--- config.mk ---
export PLATFORM = sky130hd
export DESIGN_NAME = period_timer
export DESIGN_NICKNAME = d
export VERILOG_FILES = /design/src/period_timer_pkg.sv /design/src/period_timer_scalers.sv /design/src/period_timer.sv
export SDC_FILE = /design/constraint.sdc
export NUM_CORES = 1
export LEC_CHECK = 0
export ABC_CLOCK_PERIOD_IN_PS = 9250
export BUFFER_PORTS_ARGS = -buffer_cell sky130_fd_sc_hd__buf_4
export CAP_MARGIN = 20
export CORE_ASPECT_RATIO = 0.9
export CORE_MARGIN = 3
export CORE_UTILIZATION = 24
export DETAILED_ROUTE_END_ITERATION = 8
export MAX_ROUTING_LAYER = met4
export PLACE_DENSITY_LB_ADDON = 0.1
export SLEW_MARGIN = 15
export SYNTH_ARGS = -nofsm -noshare
export SYNTH_HDL_FRONTEND = slang
export SYNTH_HIERARCHICAL = 1
export SYNTH_SLANG_ARGS = --single-unit
--- constraint.sdc ---
create_clock -name sys_clk -period 9.25 [get_ports sys_clk]
set_input_delay 0.925 -clock sys_clk [delete_from_list [all_inputs] [get_ports sys_clk]]
set_output_delay 0.925 -clock sys_clk [all_outputs]
set_load 0.02 [all_outputs]
--- src/period_timer_pkg.sv ---
// Package for the period timer: register map, field layout, reset values, state types.
// Assumes one clock domain and a simple strobe register port with read data one cycle late.
`default_nettype none

package period_timer_pkg;

  // Register offsets on the byte-wide register port.
  localparam logic [7:0] flags_addr = 8'h0c;
  localparam logic [7:0] count_addr = 8'h11;
  localparam logic [7:0] control_addr = 8'h12;
  localparam logic [7:0] enables_addr = 8'h8c;
  localparam logic [7:0] period_addr = 8'h92;

  // Field positions.
  localparam int flag_bit = 1;
  localparam int enable_bit = 1;
  localparam int run_bit = 2;
  localparam int post_lsb = 3;
  localparam int post_msb = 6;
  localparam int pre_lsb = 0;
  localparam int pre_msb = 1;

  // Reset values.
  localparam logic [7:0] count_reset = 8'h00;
  localparam logic [6:0] control_reset = 7'h00;
  localparam logic [7:0] period_reset = 8'hff;
  localparam logic [7:0] read_idle = 8'h00;

  // Prescaler terminal counts: divide by 1, 4 and 16.
  localparam logic [3:0] pre_last_div1 = 4'h0;
  localparam logic [3:0] pre_last_div4 = 4'h3;
  localparam logic [3:0] pre_last_div16 = 4'hf;
  localparam logic [1:0] pre_sel_div1 = 2'h0;
  localparam logic [1:0] pre_sel_div4 = 2'h1;

  // Register port request from software.
  typedef struct packed {
    logic [7:0] addr;
    logic [7:0] wdata;
    logic wr;
    logic rd;
  } bus_req_type;

  // Time base handed to the serial port and the PWM units.
  typedef struct packed {
    logic [7:0] count;
    logic match;
  } time_base_type;

  // State of a scaler counter.
  typedef struct packed {
    logic [3:0] cnt;
  } scaler_state_type;

  // State of the timer proper.
  typedef struct packed {
    logic [7:0] count;
    logic [7:0] period;
    logic [6:0] control;
    logic flag;
    logic irq_en;
    logic irq;
    logic match;
    logic [7:0] rdata;
  } timer_state_type;

endpackage

`default_nettype wire

--- src/period_timer_scalers.sv ---
// Prescale divider and postscale counter used by the period timer.
// Assumes the clear input is a synchronous one-cycle request from the register logic.
`default_nettype none

module prescale_divider (
  // Clock and reset.
  input wire logic sys_clk,
  input wire logic rst_b,
  // Control.
  input wire logic clear,
  input wire logic enable,
  input wire logic [3:0] last,
  // Result.
  output logic tick,
  output logic [3:0] cnt
);

  period_timer_pkg::scaler_state_type st_q;
  period_timer_pkg::scaler_state_type st_d;

  // A clear also suppresses the tick so a write never counts as an increment.
  always_comb
  begin
    st_d = st_q;
    tick = 1'b0;
    if (clear)
    begin
      st_d.cnt = 4'h0;
    end
    else if (enable)
    begin
      if (st_q.cnt >= last)
      begin
        st_d.cnt = 4'h0;
        tick = 1'b1;
      end
      else
      begin
        st_d.cnt = st_q.cnt + 4'h1;
      end
    end
  end

  always_ff @(posedge sys_clk or negedge rst_b)
  begin
    if (!rst_b)
    begin
      st_q <= '0;
    end
    else
    begin
      st_q <= st_d;
    end
  end

  assign cnt = st_q.cnt;

endmodule

module postscale_counter (
  // Clock and reset.
  input wire logic sys_clk,
  input wire logic rst_b,
  // Control.
  input wire logic clear,
  input wire logic match,
  input wire logic [3:0] ratio,
  // Result.
  output logic done,
  output logic [3:0] cnt
);

  period_timer_pkg::scaler_state_type st_q;
  period_timer_pkg::scaler_state_type st_d;

  always_comb
  begin
    st_d = st_q;
    done = 1'b0;
    if (clear)
    begin
      st_d.cnt = 4'h0;
    end
    else if (match)
    begin
      if (st_q.cnt >= ratio)
      begin
        st_d.cnt = 4'h0;
        done = 1'b1;
      end
      else
      begin
        st_d.cnt = st_q.cnt + 4'h1;
      end
    end
  end

  always_ff @(posedge sys_clk or negedge rst_b)
  begin
    if (!rst_b)
    begin
      st_q <= '0;
    end
    else
    begin
      st_q <= st_d;
    end
  end

  assign cnt = st_q.cnt;

endmodule

`default_nettype wire

--- src/period_timer.sv ---
// Eight-bit period timer with prescaler, period limit and postscaled flag.
// Assumes sys_clk is the instruction clock and software uses the strobe register port.
//
// How it works
// [RL1] Count register is read/write and clears to zero on reset.
// [RL2] Prescale field selects divide by 1, 4 or 16 of the clock.
// [RL3] Count rises from zero; at period limit it wraps to zero with match.
// [RL4] Period limit register is read/write and resets to all ones.
// [RL5] Matches pass a 4-bit postscaler; flag sets every N matches, N 1..16.
// [RL6] Control bits 6..3 value k gives postscale ratio k+1.
// [RL7] Timer counts only while control bit 2 is one.
// [RL8] Count or control writes, and reset, clear both scaler counters.
// [RL9] A control write leaves the count value unchanged.
// [RL10] Unscaled match pulse goes out to the sync serial port.
// [RL11] Control bit 7 reads zero; implemented control bits reset to zero.
// [RL12] Count and match are offered to the PWM units as time base.
// [RL13] Flag holds until software writes zero; request gated by enable bit.
`default_nettype none

module period_timer (
  // Clock and reset.
  input wire logic sys_clk,
  input wire logic rst_b,
  // Register port.
  input wire period_timer_pkg::bus_req_type bus_req,
  output logic [7:0] rdata_q,
  // Interrupt request.
  output logic irq_q,
  // Time base for the sync serial port and PWM units.
  output period_timer_pkg::time_base_type time_base_q
);

  period_timer_pkg::timer_state_type st_q;
  period_timer_pkg::timer_state_type st_d;

  logic wr_count;
  logic wr_control;
  logic wr_period;
  logic wr_flags;
  logic wr_enables;
  logic scaler_clear;
  logic run;
  logic pre_tick;
  logic [3:0] pre_cnt;
  logic [3:0] pre_last;
  logic [1:0] pre_sel;
  logic [3:0] post_ratio;
  logic at_limit;
  logic match_now;
  logic post_done;
  logic [3:0] post_cnt;

  // Address decode.
  assign wr_count = bus_req.wr && (bus_req.addr == period_timer_pkg::count_addr);
  assign wr_control = bus_req.wr && (bus_req.addr == period_timer_pkg::control_addr);
  assign wr_period = bus_req.wr && (bus_req.addr == period_timer_pkg::period_addr);
  assign wr_flags = bus_req.wr && (bus_req.addr == period_timer_pkg::flags_addr);
  assign wr_enables = bus_req.wr && (bus_req.addr == period_timer_pkg::enables_addr);

  // [RL8] Scaler clear on writes.
  assign scaler_clear = wr_count || wr_control;

  // [RL7] Run bit gate.
  assign run = st_q.control[period_timer_pkg::run_bit];

  // [RL2] Prescale selection.
  assign pre_sel = st_q.control[period_timer_pkg::pre_msb:period_timer_pkg::pre_lsb];
  always_comb
  begin
    case (pre_sel)
      period_timer_pkg::pre_sel_div1: pre_last = period_timer_pkg::pre_last_div1;
      period_timer_pkg::pre_sel_div4: pre_last = period_timer_pkg::pre_last_div4;
      default: pre_last = period_timer_pkg::pre_last_div16;
    endcase
  end

  prescale_divider u_prescale (
    .sys_clk(sys_clk),
    .rst_b(rst_b),
    .clear(scaler_clear),
    .enable(run),
    .last(pre_last),
    .tick(pre_tick),
    .cnt(pre_cnt)
  );

  // [RL3] Match when the count sits at the limit on an increment.
  assign at_limit = (st_q.count == st_q.period);
  assign match_now = pre_tick && at_limit && !wr_count;

  // [RL6] Postscale ratio field.
  assign post_ratio = st_q.control[period_timer_pkg::post_msb:period_timer_pkg::post_lsb];

  // [RL5] Postscaler on matches.
  postscale_counter u_postscale (
    .sys_clk(sys_clk),
    .rst_b(rst_b),
    .clear(scaler_clear),
    .match(match_now),
    .ratio(post_ratio),
    .done(post_done),
    .cnt(post_cnt)
  );

  always_comb
  begin
    st_d = st_q;
    // [RL1] Count register write.
    if (wr_count)
    begin
      st_d.count = bus_req.wdata;
    end
    else if (pre_tick)
    begin
      // [RL3] Wrap at period limit.
      if (at_limit)
      begin
        st_d.count = 8'h00;
      end
      else
      begin
        st_d.count = st_q.count + 8'h01;
      end
    end
    // [RL9] Control write keeps count.
    if (wr_control)
    begin
      st_d.control = bus_req.wdata[6:0];
    end
    // [RL4] Period limit write.
    if (wr_period)
    begin
      st_d.period = bus_req.wdata;
    end
    if (wr_enables)
    begin
      st_d.irq_en = bus_req.wdata[period_timer_pkg::enable_bit];
    end
    // [RL13] Sticky flag; a postscaler event beats a clearing write.
    if (wr_flags)
    begin
      st_d.flag = bus_req.wdata[period_timer_pkg::flag_bit];
    end
    if (post_done)
    begin
      st_d.flag = 1'b1;
    end
    st_d.irq = st_d.flag && st_d.irq_en;
    // [RL10] Match pulse for the serial port and PWM.
    st_d.match = match_now;
    // [RL11] Read mux; bit 7 of control and unused bits read zero.
    st_d.rdata = period_timer_pkg::read_idle;
    if (bus_req.rd)
    begin
      case (bus_req.addr)
        period_timer_pkg::count_addr: st_d.rdata = st_q.count;
        period_timer_pkg::control_addr: st_d.rdata = {1'b0, st_q.control};
        period_timer_pkg::period_addr: st_d.rdata = st_q.period;
        period_timer_pkg::flags_addr:
          st_d.rdata = {6'h00, st_q.flag, 1'b0};
        period_timer_pkg::enables_addr:
          st_d.rdata = {6'h00, st_q.irq_en, 1'b0};
        default: st_d.rdata = period_timer_pkg::read_idle;
      endcase
    end
  end

  // [RL1] Reset values of all state.
  always_ff @(posedge sys_clk or negedge rst_b)
  begin
    if (!rst_b)
    begin
      st_q.count <= period_timer_pkg::count_reset;
      st_q.period <= period_timer_pkg::period_reset;
      st_q.control <= period_timer_pkg::control_reset;
      st_q.flag <= 1'b0;
      st_q.irq_en <= 1'b0;
      st_q.irq <= 1'b0;
      st_q.match <= 1'b0;
      st_q.rdata <= period_timer_pkg::read_idle;
    end
    else
    begin
      st_q <= st_d;
    end
  end

  // [RL12] Time base out, straight from flip-flops.
  assign time_base_q = {st_q.count, st_q.match};
  assign rdata_q = st_q.rdata;
  assign irq_q = st_q.irq;
endmodule

`default_nettype wire

# Yosys cells after proc, flatten, opt, wreduce, memory -nomap -nowiden
# Cells that the tools add are included.
dict set report totals {
  elab_cells 57
  output_inout_bits 18
  reg_bits 43
  in_bits 20
}
dict set report classes {
  order_cmp 2
  n_eq_ne 7
  mux 21
  n_addsub 3
  n_reduce_logical 14
}
# op count
set op_table {}
lappend op_table {{case mux 8 bit (5 select lines)} 1}
lappend op_table {{two-way mux 8 bit} 4}
lappend op_table {{two-way mux 4 bit} 6}
lappend op_table {{== test 8 x 5 -> 1 bit (second input constant)} 2}
lappend op_table {{== test 8 bit (second input constant)} 2}
lappend op_table {{two-way mux 1 bit} 9}
lappend op_table {{adder 4 x 1 -> 4 bit (second input constant)} 2}
lappend op_table {{adder 8 x 1 -> 8 bit (second input constant)} 1}
lappend op_table {{== test 8 x 4 -> 1 bit (second input constant)} 1}
lappend op_table {{== test 8 bit} 1}
lappend op_table {{>= comparator 4 bit} 2}
lappend op_table {{logical AND 1 bit} 8}
lappend op_table {{case mux 4 bit (2 select lines)} 1}
lappend op_table {{nonzero test 2 bit} 3}
lappend op_table {{== test 2 x 1 -> 1 bit (second input constant)} 1}
lappend op_table {{zero test 2 bit} 1}
lappend op_table {{zero test 1 bit} 1}
lappend op_table {{logical OR 1 bit} 1}

# Depth between registers and ports, before layout
# Gate-level depths: netlist of the first run.
dict set report logic_depth {
  depth_word 12
  depth_mapped 14
}

# Modules after synthesis
# The synthesis of the first run kept the hierarchy.
# mod cells_each area_per_inst_um2 seq_area_each_um2 instances
set by_module_without_submodules {}
lappend by_module_without_submodules {period_timer 186 2024.4 885.8 1}
lappend by_module_without_submodules {postscale_counter 35 342.8 100.1 1}
lappend by_module_without_submodules {prescale_divider 35 342.8 100.1 1}

# Worst setup path after synthesis of the first run
# OpenSTA, ideal clock, no wires.
dict set report synth_timing {
  kind {input port to flip-flop}
  startpoint {input port bus_req[17] (netlist bit)}
  endpoint {register st_q (netlist bit irq_q)}
  arrival_ns 3.892
  t_required_ns 9.172
  setup_slack_ns 5.281
  setup_time_ns 0.078
  cell_stages 13
  path_buffers 4
  path_cell_list {buf_2 -> inv_1 -> and2_1 -> buf_4 -> nand2_1 -> buf_2 -> o21ai_0 -> nor4b_1 -> clkbuf_1 -> and3_1 -> nor4b_1 -> o22ai_1 -> a21oi_1}
}
# element line_no
set synth_rtl {}
lappend synth_rtl {{from (decl)} period_timer.sv:25} ;# input wire period_timer_pkg::bus_req_type bus_req,
lappend synth_rtl {{to (signal assigned)} period_timer.sv:184} ;# st_q <= st_d;
lappend synth_rtl {{to (decl)} period_timer.sv:33} ;# period_timer_pkg::timer_state_type st_q;

==> results of run 1 <==
-- Yosys cell counts (all sizes together), types with 2 or more instances --
cell type  count  area share [%]
a2111oi        2             2.0
mux2          24              10
o211ai         4             1.1
o21ai         10             1.8
o21a           3            0.83
nor4b          4             1.8
o22ai          4            0.92
a31o           5             1.6
nand3          6             1.6
nand3b         6             1.7
o31ai          5             1.4
nand2         14             2.2
dfrtp         35              32
nor2          14             2.2
mux2i          3             1.1
nor3b          4             1.1
inv           11             1.5
clkbuf         2            0.28
nand2b        10             2.9
ha            11             5.1
and2           3            0.69
xnor2          8             2.6
dfstp          8             7.8
buf           23             5.9
a21oi         10             1.8
nand4          2            0.46
a22oi          6             1.7
and3           7             1.6
-- kinds of logic (layout without fill, tap and decap cells) --
| family | Yosys count | after routing |
|---|---|---|
| DFF | 43 | 43 |
| buffers and inverters | 36 | 58 |
| adders and majority gates | 11 | 11 |
| AOI/OAI and AO/OA | 55 | 55 |
| xor gates and xnor gates | 8 | 8 |
| muxes | 27 | 27 |
| and+or+nand+nor | 76 | 76 |
-- worst max path at each step --
| stage | depth (start not counted) | slack [ns] | end | startpoint |
|---|---|---|---|---|
| after floorplan | 13 | 5.28 | irq_q$_DFF_PN0_ | bus_req[17] |
| after global placement | 12 | 5.34 | irq_q$_DFF_PN0_ | bus_req[17] |
| after CTS | 12 | 5.62 | irq_q$_DFF_PN0_ | bus_req[17] |
| after detailed placement | 12 | 5.35 | irq_q$_DFF_PN0_ | bus_req[17] |
| after global routing | 12 | 5.26 | irq_q$_DFF_PN0_ | bus_req[17] |
| final | 12 | 5.62 | irq_q$_DFF_PN0_ | bus_req[17] |
-- per-layer routing --
layer	up-vias	track usage, %	wire length (um)
li1	957	-	-
met1	960	16.0	3450
met2	38	17.0	2980
met3	7	1.79	185
met4	0	2.76	76
met5	-	-	0
-- metrics by stage --
step / instance area [um^2] / utilization [%] / setup WS (ns)
floorplan: 2710 / - / 5.28
CTS: 3170 / 29.0 / 5.62
detailed placement: 3030 / 27.7 / 5.35
finish: 3170 / 29.0 / 5.62
global placement: 3030 / 27.7 / 5.34
global route: 3170 / 29.0 / 5.26
-- final cells by class --
type                            count  share of cell area [%]
Tap cell                          152                    6.00
Clock inverter                      1                   0.237
Inverter                           11                    1.30
Clock buffer                        7                    4.18
Timing Repair Buffer               39                    9.23
Sequential cell                    43                    34.2
Multi-Input combinational cell    177                    44.8
-- power groups by stage --
stage	clock (W)	combinational (W)	sequential [W]
floorplan	0	0.000108	0.000234
global placement	0	0.000136	0.000250
detailed placement	0	0.000137	0.000249
CTS	0.000182	0.000138	0.000246
global route	0.000186	0.000152	0.000250
finish	0.000174	0.000136	0.000244
-- critical path: cells and delay by family --
kind	cells	cell delay, ns
AO/OA/AOI/OAI	3	0.45
buffers and inverters	4	0.75
AND/OR/NAND/NOR	5	1.69
-- flip-flops by register name, indices dropped and copies added (netlist names) --
| register | cells |
|---|---|
| irq_q | 1 |
| post_ratio | 4 |
| pre_sel | 2 |
| rdata_q | 8 |
| run | 1 |
| st_q | 10 |
| time_base_q | 9 |
| u_postscale/cnt | 4 |
| u_prescale/cnt | 4 |
==> metrics.cfg, run 1 <==
[cells_and_area]
final_common_cell=buf_4
syn_to_final_growth_pct=17.0
fill_cells=1146
layout_common_cells=buf_4, dfrtp_1, mux2_2
drive_gt1_share_pct=34.2
seq_area_um2=1090
layout.cells.non_filler=430
multi_input_area_um2=1420
diodes=0
nets=308

[pwr]
sw_frac_of_total_pct=31.7
clkPwrFrac_pct=31.5
static-leakage-power_nw=1.35
combPwrFrac_pct=24.5
p_seq_share_pct=44.1
ir_drop_mv=0.0626
p_int_w=0.000378
p_sw_w=0.000176
power.density_nw_per_um2=175
power_w=0.000554

[die]
dieArea_um2=12600
rows=36
coreArea_um2=10900
start_util_pct=24.8
io-pin-count=38
die_h_um=107
die_x_um=118

[synthesis]
netlist_instances=256
synthSimpleGateAreaFrac_pct=18.3
synthAdderAreaFrac_pct=5.08
muxShareOfSynthArea_pct=11.1
async_flop_share_pct=100
ys_ff_latch=43
synth_area_um2=2710
synth_edf_count=0
synth_compound_area_share_pct=15.2
synth_xor_area_share_pct=2.59
ys_seq_area_share_pct=40.1
yosysWarningCount=6
syn_nets=287
synth_top_family_by_area=simple AND/OR/NAND/NOR gates
postSynthAreaPerCell_um2=10.6
ys.flop_type=dfrtp_1
synth_cell_types=46

[setup_path]
worst-setup-path-type=in -> reg
cpMostUsedCell=buf_4
timing.rr.start=pre_sel[1]$_DFFE_PN0P_
start_kind=input port
arrival_ns=3.84
endpoint_kind=flop
reg2regPathDepth=10
reg2reg_slack_ns=6.26
cp_max_fo=17
r2r-end=irq_q$_DFF_PN0_
path_cells=buf_4 -> inv_1 -> and2_1 -> nand2_1 -> o21ai_0 -> buf_4 -> nor4b_2 -> buf_4 -> and3_1 -> nor4b_1 -> o22ai_1 -> a21oi_1
crit_required_ns=9.45
critPathSlowestCell=nor4b_1
critPathMaxStageDelay_ns=0.51

[clock_network]
root_buffer=clkbuf_16
clock_latency_ns=0.29
htree_levels=2
cts_hold_buffers=0
cts_max_path_buffers=2
cts_resized=0
path_clk_slew_ns=0.05
clock_sinks=43
cts_setup_buffers=0
cts_tree=built
cts_buffers=5

[routing]
drc_errors=0
first_pass_iters=4
postRouteAntennaNets=0
viasPerCell=4.56
dr.first_iter.drc_count=117
wl_um=6700
vias=1962
wl_per_cell_um=15.6

[global_route]
grt.overflow.total=0
antenna_found_initial=0
track_usage_pct=11.3
grt_pass1_vias=2002
grt_pass1_wl_um=11100
grt_max_degree=44

[worst_hold_path]
holdCritStartpoint=st_q[10]$_DFF_PN0_
whs_path_depth=1
hp-class=reg -> reg
hold-path-endpoint=st_q[10]$_DFF_PN0_

[sta]
max_freq_mhz=275
finalSetupTns_ns=0
setup_viol=0
rsz0062_at_grt=no
slew_headroom_pct=41.1
timing.hold.ws_ns=0.535
slew_viol_final=0
worst_slew_pin_slew_ns=0.880
hold_viol=0
fin_crit_sh_pct=39.3
fin_worst_skew_ns=0.0120
fin_crit_ns=3.63

[placed_design]
io_buffers=37
dp_hpwl_um=5020
dp.cells=422
gp_congestion=0.713

[flow_run]
max-cap-violations=0

[outcome]
outcome=completed

Power figures use the tool's default switching activity.
==> inputs of run 2 (changes only) <==
ABC_CLOCK_PERIOD_IN_PS = 3050   (was 9250)
clock period = 3.05 ns   (was 9.25 ns; I/O delays follow)
==> metrics.cfg, run 2 (synthesis results as in run 1) <==
[outcome]
outcome=completed

[setup_path]
arrival_ns=2.94  ; -0.90 ns
path_cells=or2_2 -> ha_1 -> nand2b_4 -> a2111oi_4 -> nor4b_2 -> and3_1 -> nor4b_1 -> o22ai_1 -> a21oi_1
cp_top_family=simple AND/OR/NAND/NOR gates
crit_required_ns=3.26  ; -6.19 ns
r2r-end=irq_q$_DFF_PN0_
worst-setup-path-type=reg -> reg
critPathSlowestCell=nor4b_1
cp_max_fo=10  ; -7
start_kind=flop
reg2regPathDepth=9  ; -1
endpoint_kind=flop
reg2reg_slack_ns=0.32  ; -5.94 ns
timing.rr.start=pre_sel[1]$_DFFE_PN0P_
critPathMaxStageDelay_ns=0.44  ; -0.07 ns
critPathBufInv=0  ; -4

[pwr]
power.density_nw_per_um2=526  ; +200%
static-leakage-power_nw=1.38  ; +2.1%
ir_drop_mv=0.201  ; +220%

[cells_and_area]
layout_common_cells=buf_4, dfrtp_1, mux2_2
fill_cells=1159  ; +1.1%
final_common_cell=buf_4
nets=313  ; +1.6%
drive_gt1_share_pct=35.7  ; +1.5 points
syn_to_final_growth_pct=18.5
largest_reg_flops=10  ; unchanged
top_register=st_q
diodes=0  ; unchanged

[placed_design]
gp_congestion=0.745  ; +4.4%
dp_hpwl_um=5100  ; +1.5%
io_buffers=37  ; unchanged

[sta]
setup_viol=0  ; unchanged
fin_crit_ns=2.73
slew_viol_final=0  ; unchanged
hold_viol=0  ; unchanged
max_freq_mhz=367
slew_headroom_pct=61.3  ; +20 points
rsz0062_at_grt=no
worst_slew_pin_slew_ns=0.580  ; -0.300 ns
timing.hold.ws_ns=0.0192  ; -0.516 ns
fin_crit_sh_pct=89.4
finalSetupTns_ns=0  ; unchanged
fin_worst_skew_ns=0.00396  ; -0.00802 ns

[clock_network]
cts_max_path_buffers=2  ; unchanged
cts_hold_buffers=0  ; unchanged
clock_latency_ns=0.28  ; about the same
root_buffer=clkbuf_16
htree_levels=2  ; unchanged
cts_tree=built
cts_resized=0  ; unchanged
path_clk_slew_ns=0.06  ; about the same
cts_buffers=5  ; unchanged
cts_setup_buffers=0  ; unchanged
clock_sinks=43  ; unchanged

[global_route]
grt_pass1_vias=2008  ; +0.30%
grt_max_degree=44  ; unchanged
antenna_found_initial=0  ; unchanged
track_usage_pct=11.9  ; +0.56 points
grt_pass1_wl_um=11300  ; +1.7%
grt.overflow.total=0  ; unchanged

[flow_run]
max-cap-violations=0  ; unchanged

[routing]
vias=1973  ; +0.56%
wl_per_cell_um=16.1  ; +3.3%
postRouteAntennaNets=0  ; unchanged
dr.first_iter.drc_count=87  ; -26%
first_pass_iters=4  ; unchanged
viasPerCell=4.54  ; -0.60%
drc_errors=0  ; unchanged
wl_um=7000  ; +4.5%

[die]
die_x_um=118  ; unchanged
die_h_um=107  ; unchanged
dieArea_um2=12600  ; unchanged
coreArea_um2=10900  ; unchanged
start_util_pct=24.8  ; unchanged
rows=36  ; unchanged
io-pin-count=38  ; unchanged

[worst_hold_path]
hp-class=in -> async

==> run 2: power breakdown <==
group | total, W | leakage (nW) | internal, W | switching [W]
sequential | 0.000732 | 0.548 | 0.000635 | 0.0000969
combinational | 0.000431 | 0.761 | 0.000215 | 0.000217
clock | 0.000524 | 0.0669 | 0.000302 | 0.000222
==> run 2: final cells by class <==
type                            count  area, um^2  share of cell area, %
Clock buffer                        6         129                   4.01
Tap cell                          152         190                   5.92
Timing Repair Buffer               44         330                   10.3
Multi-Input combinational cell    177        1420                   44.3
Sequential cell                    43        1090                   33.8
Inverter                           11        41.3                   1.29
Clock inverter                      2        12.5                  0.390
==> run 2: worst reg2reg max path: cells and delay by family, from the launching register on <==
| kind | cells | cell delay, ns |
|---|---|---|
| simple gates | 5 | 1.58 |
| flops | 1 | 0.42 |
| compound gates | 3 | 0.38 |
| fa+ha+maj | 1 | 0.28 |
==> run 2: per-layer routing <==
layer	global-route usage [%]	vias up	share of wire [%]	routed length, um
met4	2.26	0	0.64	45
met2	18.1	30	45	3170
li1	-	968	-	-
met3	3.11	2	2.9	200
met1	16.0	973	51	3580
met5	-	-	0	0
==> run 2: worst max path at each step <==
stage / start / slack [ns] / depth (start not counted) / endpoint
after global placement: pre_sel[1]$_DFFE_PN0P_ / 0.41 / 9 / irq_q$_DFF_PN0_
after CTS: pre_sel[1]$_DFFE_PN0P_ / 0.31 / 9 / irq_q$_DFF_PN0_
after detailed placement: pre_sel[1]$_DFFE_PN0P_ / 0.32 / 9 / irq_q$_DFF_PN0_
final: pre_sel[1]$_DFFE_PN0P_ / 0.32 / 9 / irq_q$_DFF_PN0_
after global routing: pre_sel[1]$_DFFE_PN0P_ / 0.13 / 9 / irq_q$_DFF_PN0_
after floorplan: bus_req[17] / 0.11 / 13 / irq_q$_DFF_PN0_
==> run 2: stage by stage <==
step / cells / util [%] / instance area [um^2] / setup slack (ns) / total power [W]
floorplan: 256 / - / 2720 / 0.107 / 0.00104
global placement: 427 / 28.0 / 3070 / 0.412 / 0.00118
detailed placement: 427 / 28.0 / 3070 / 0.323 / 0.00118
CTS: 435 / 29.3 / 3210 / 0.306 / 0.00172
global route: 435 / 29.3 / 3210 / 0.134 / 0.00180
finish: 435 / 29.3 / 3210 / 0.322 / 0.00169
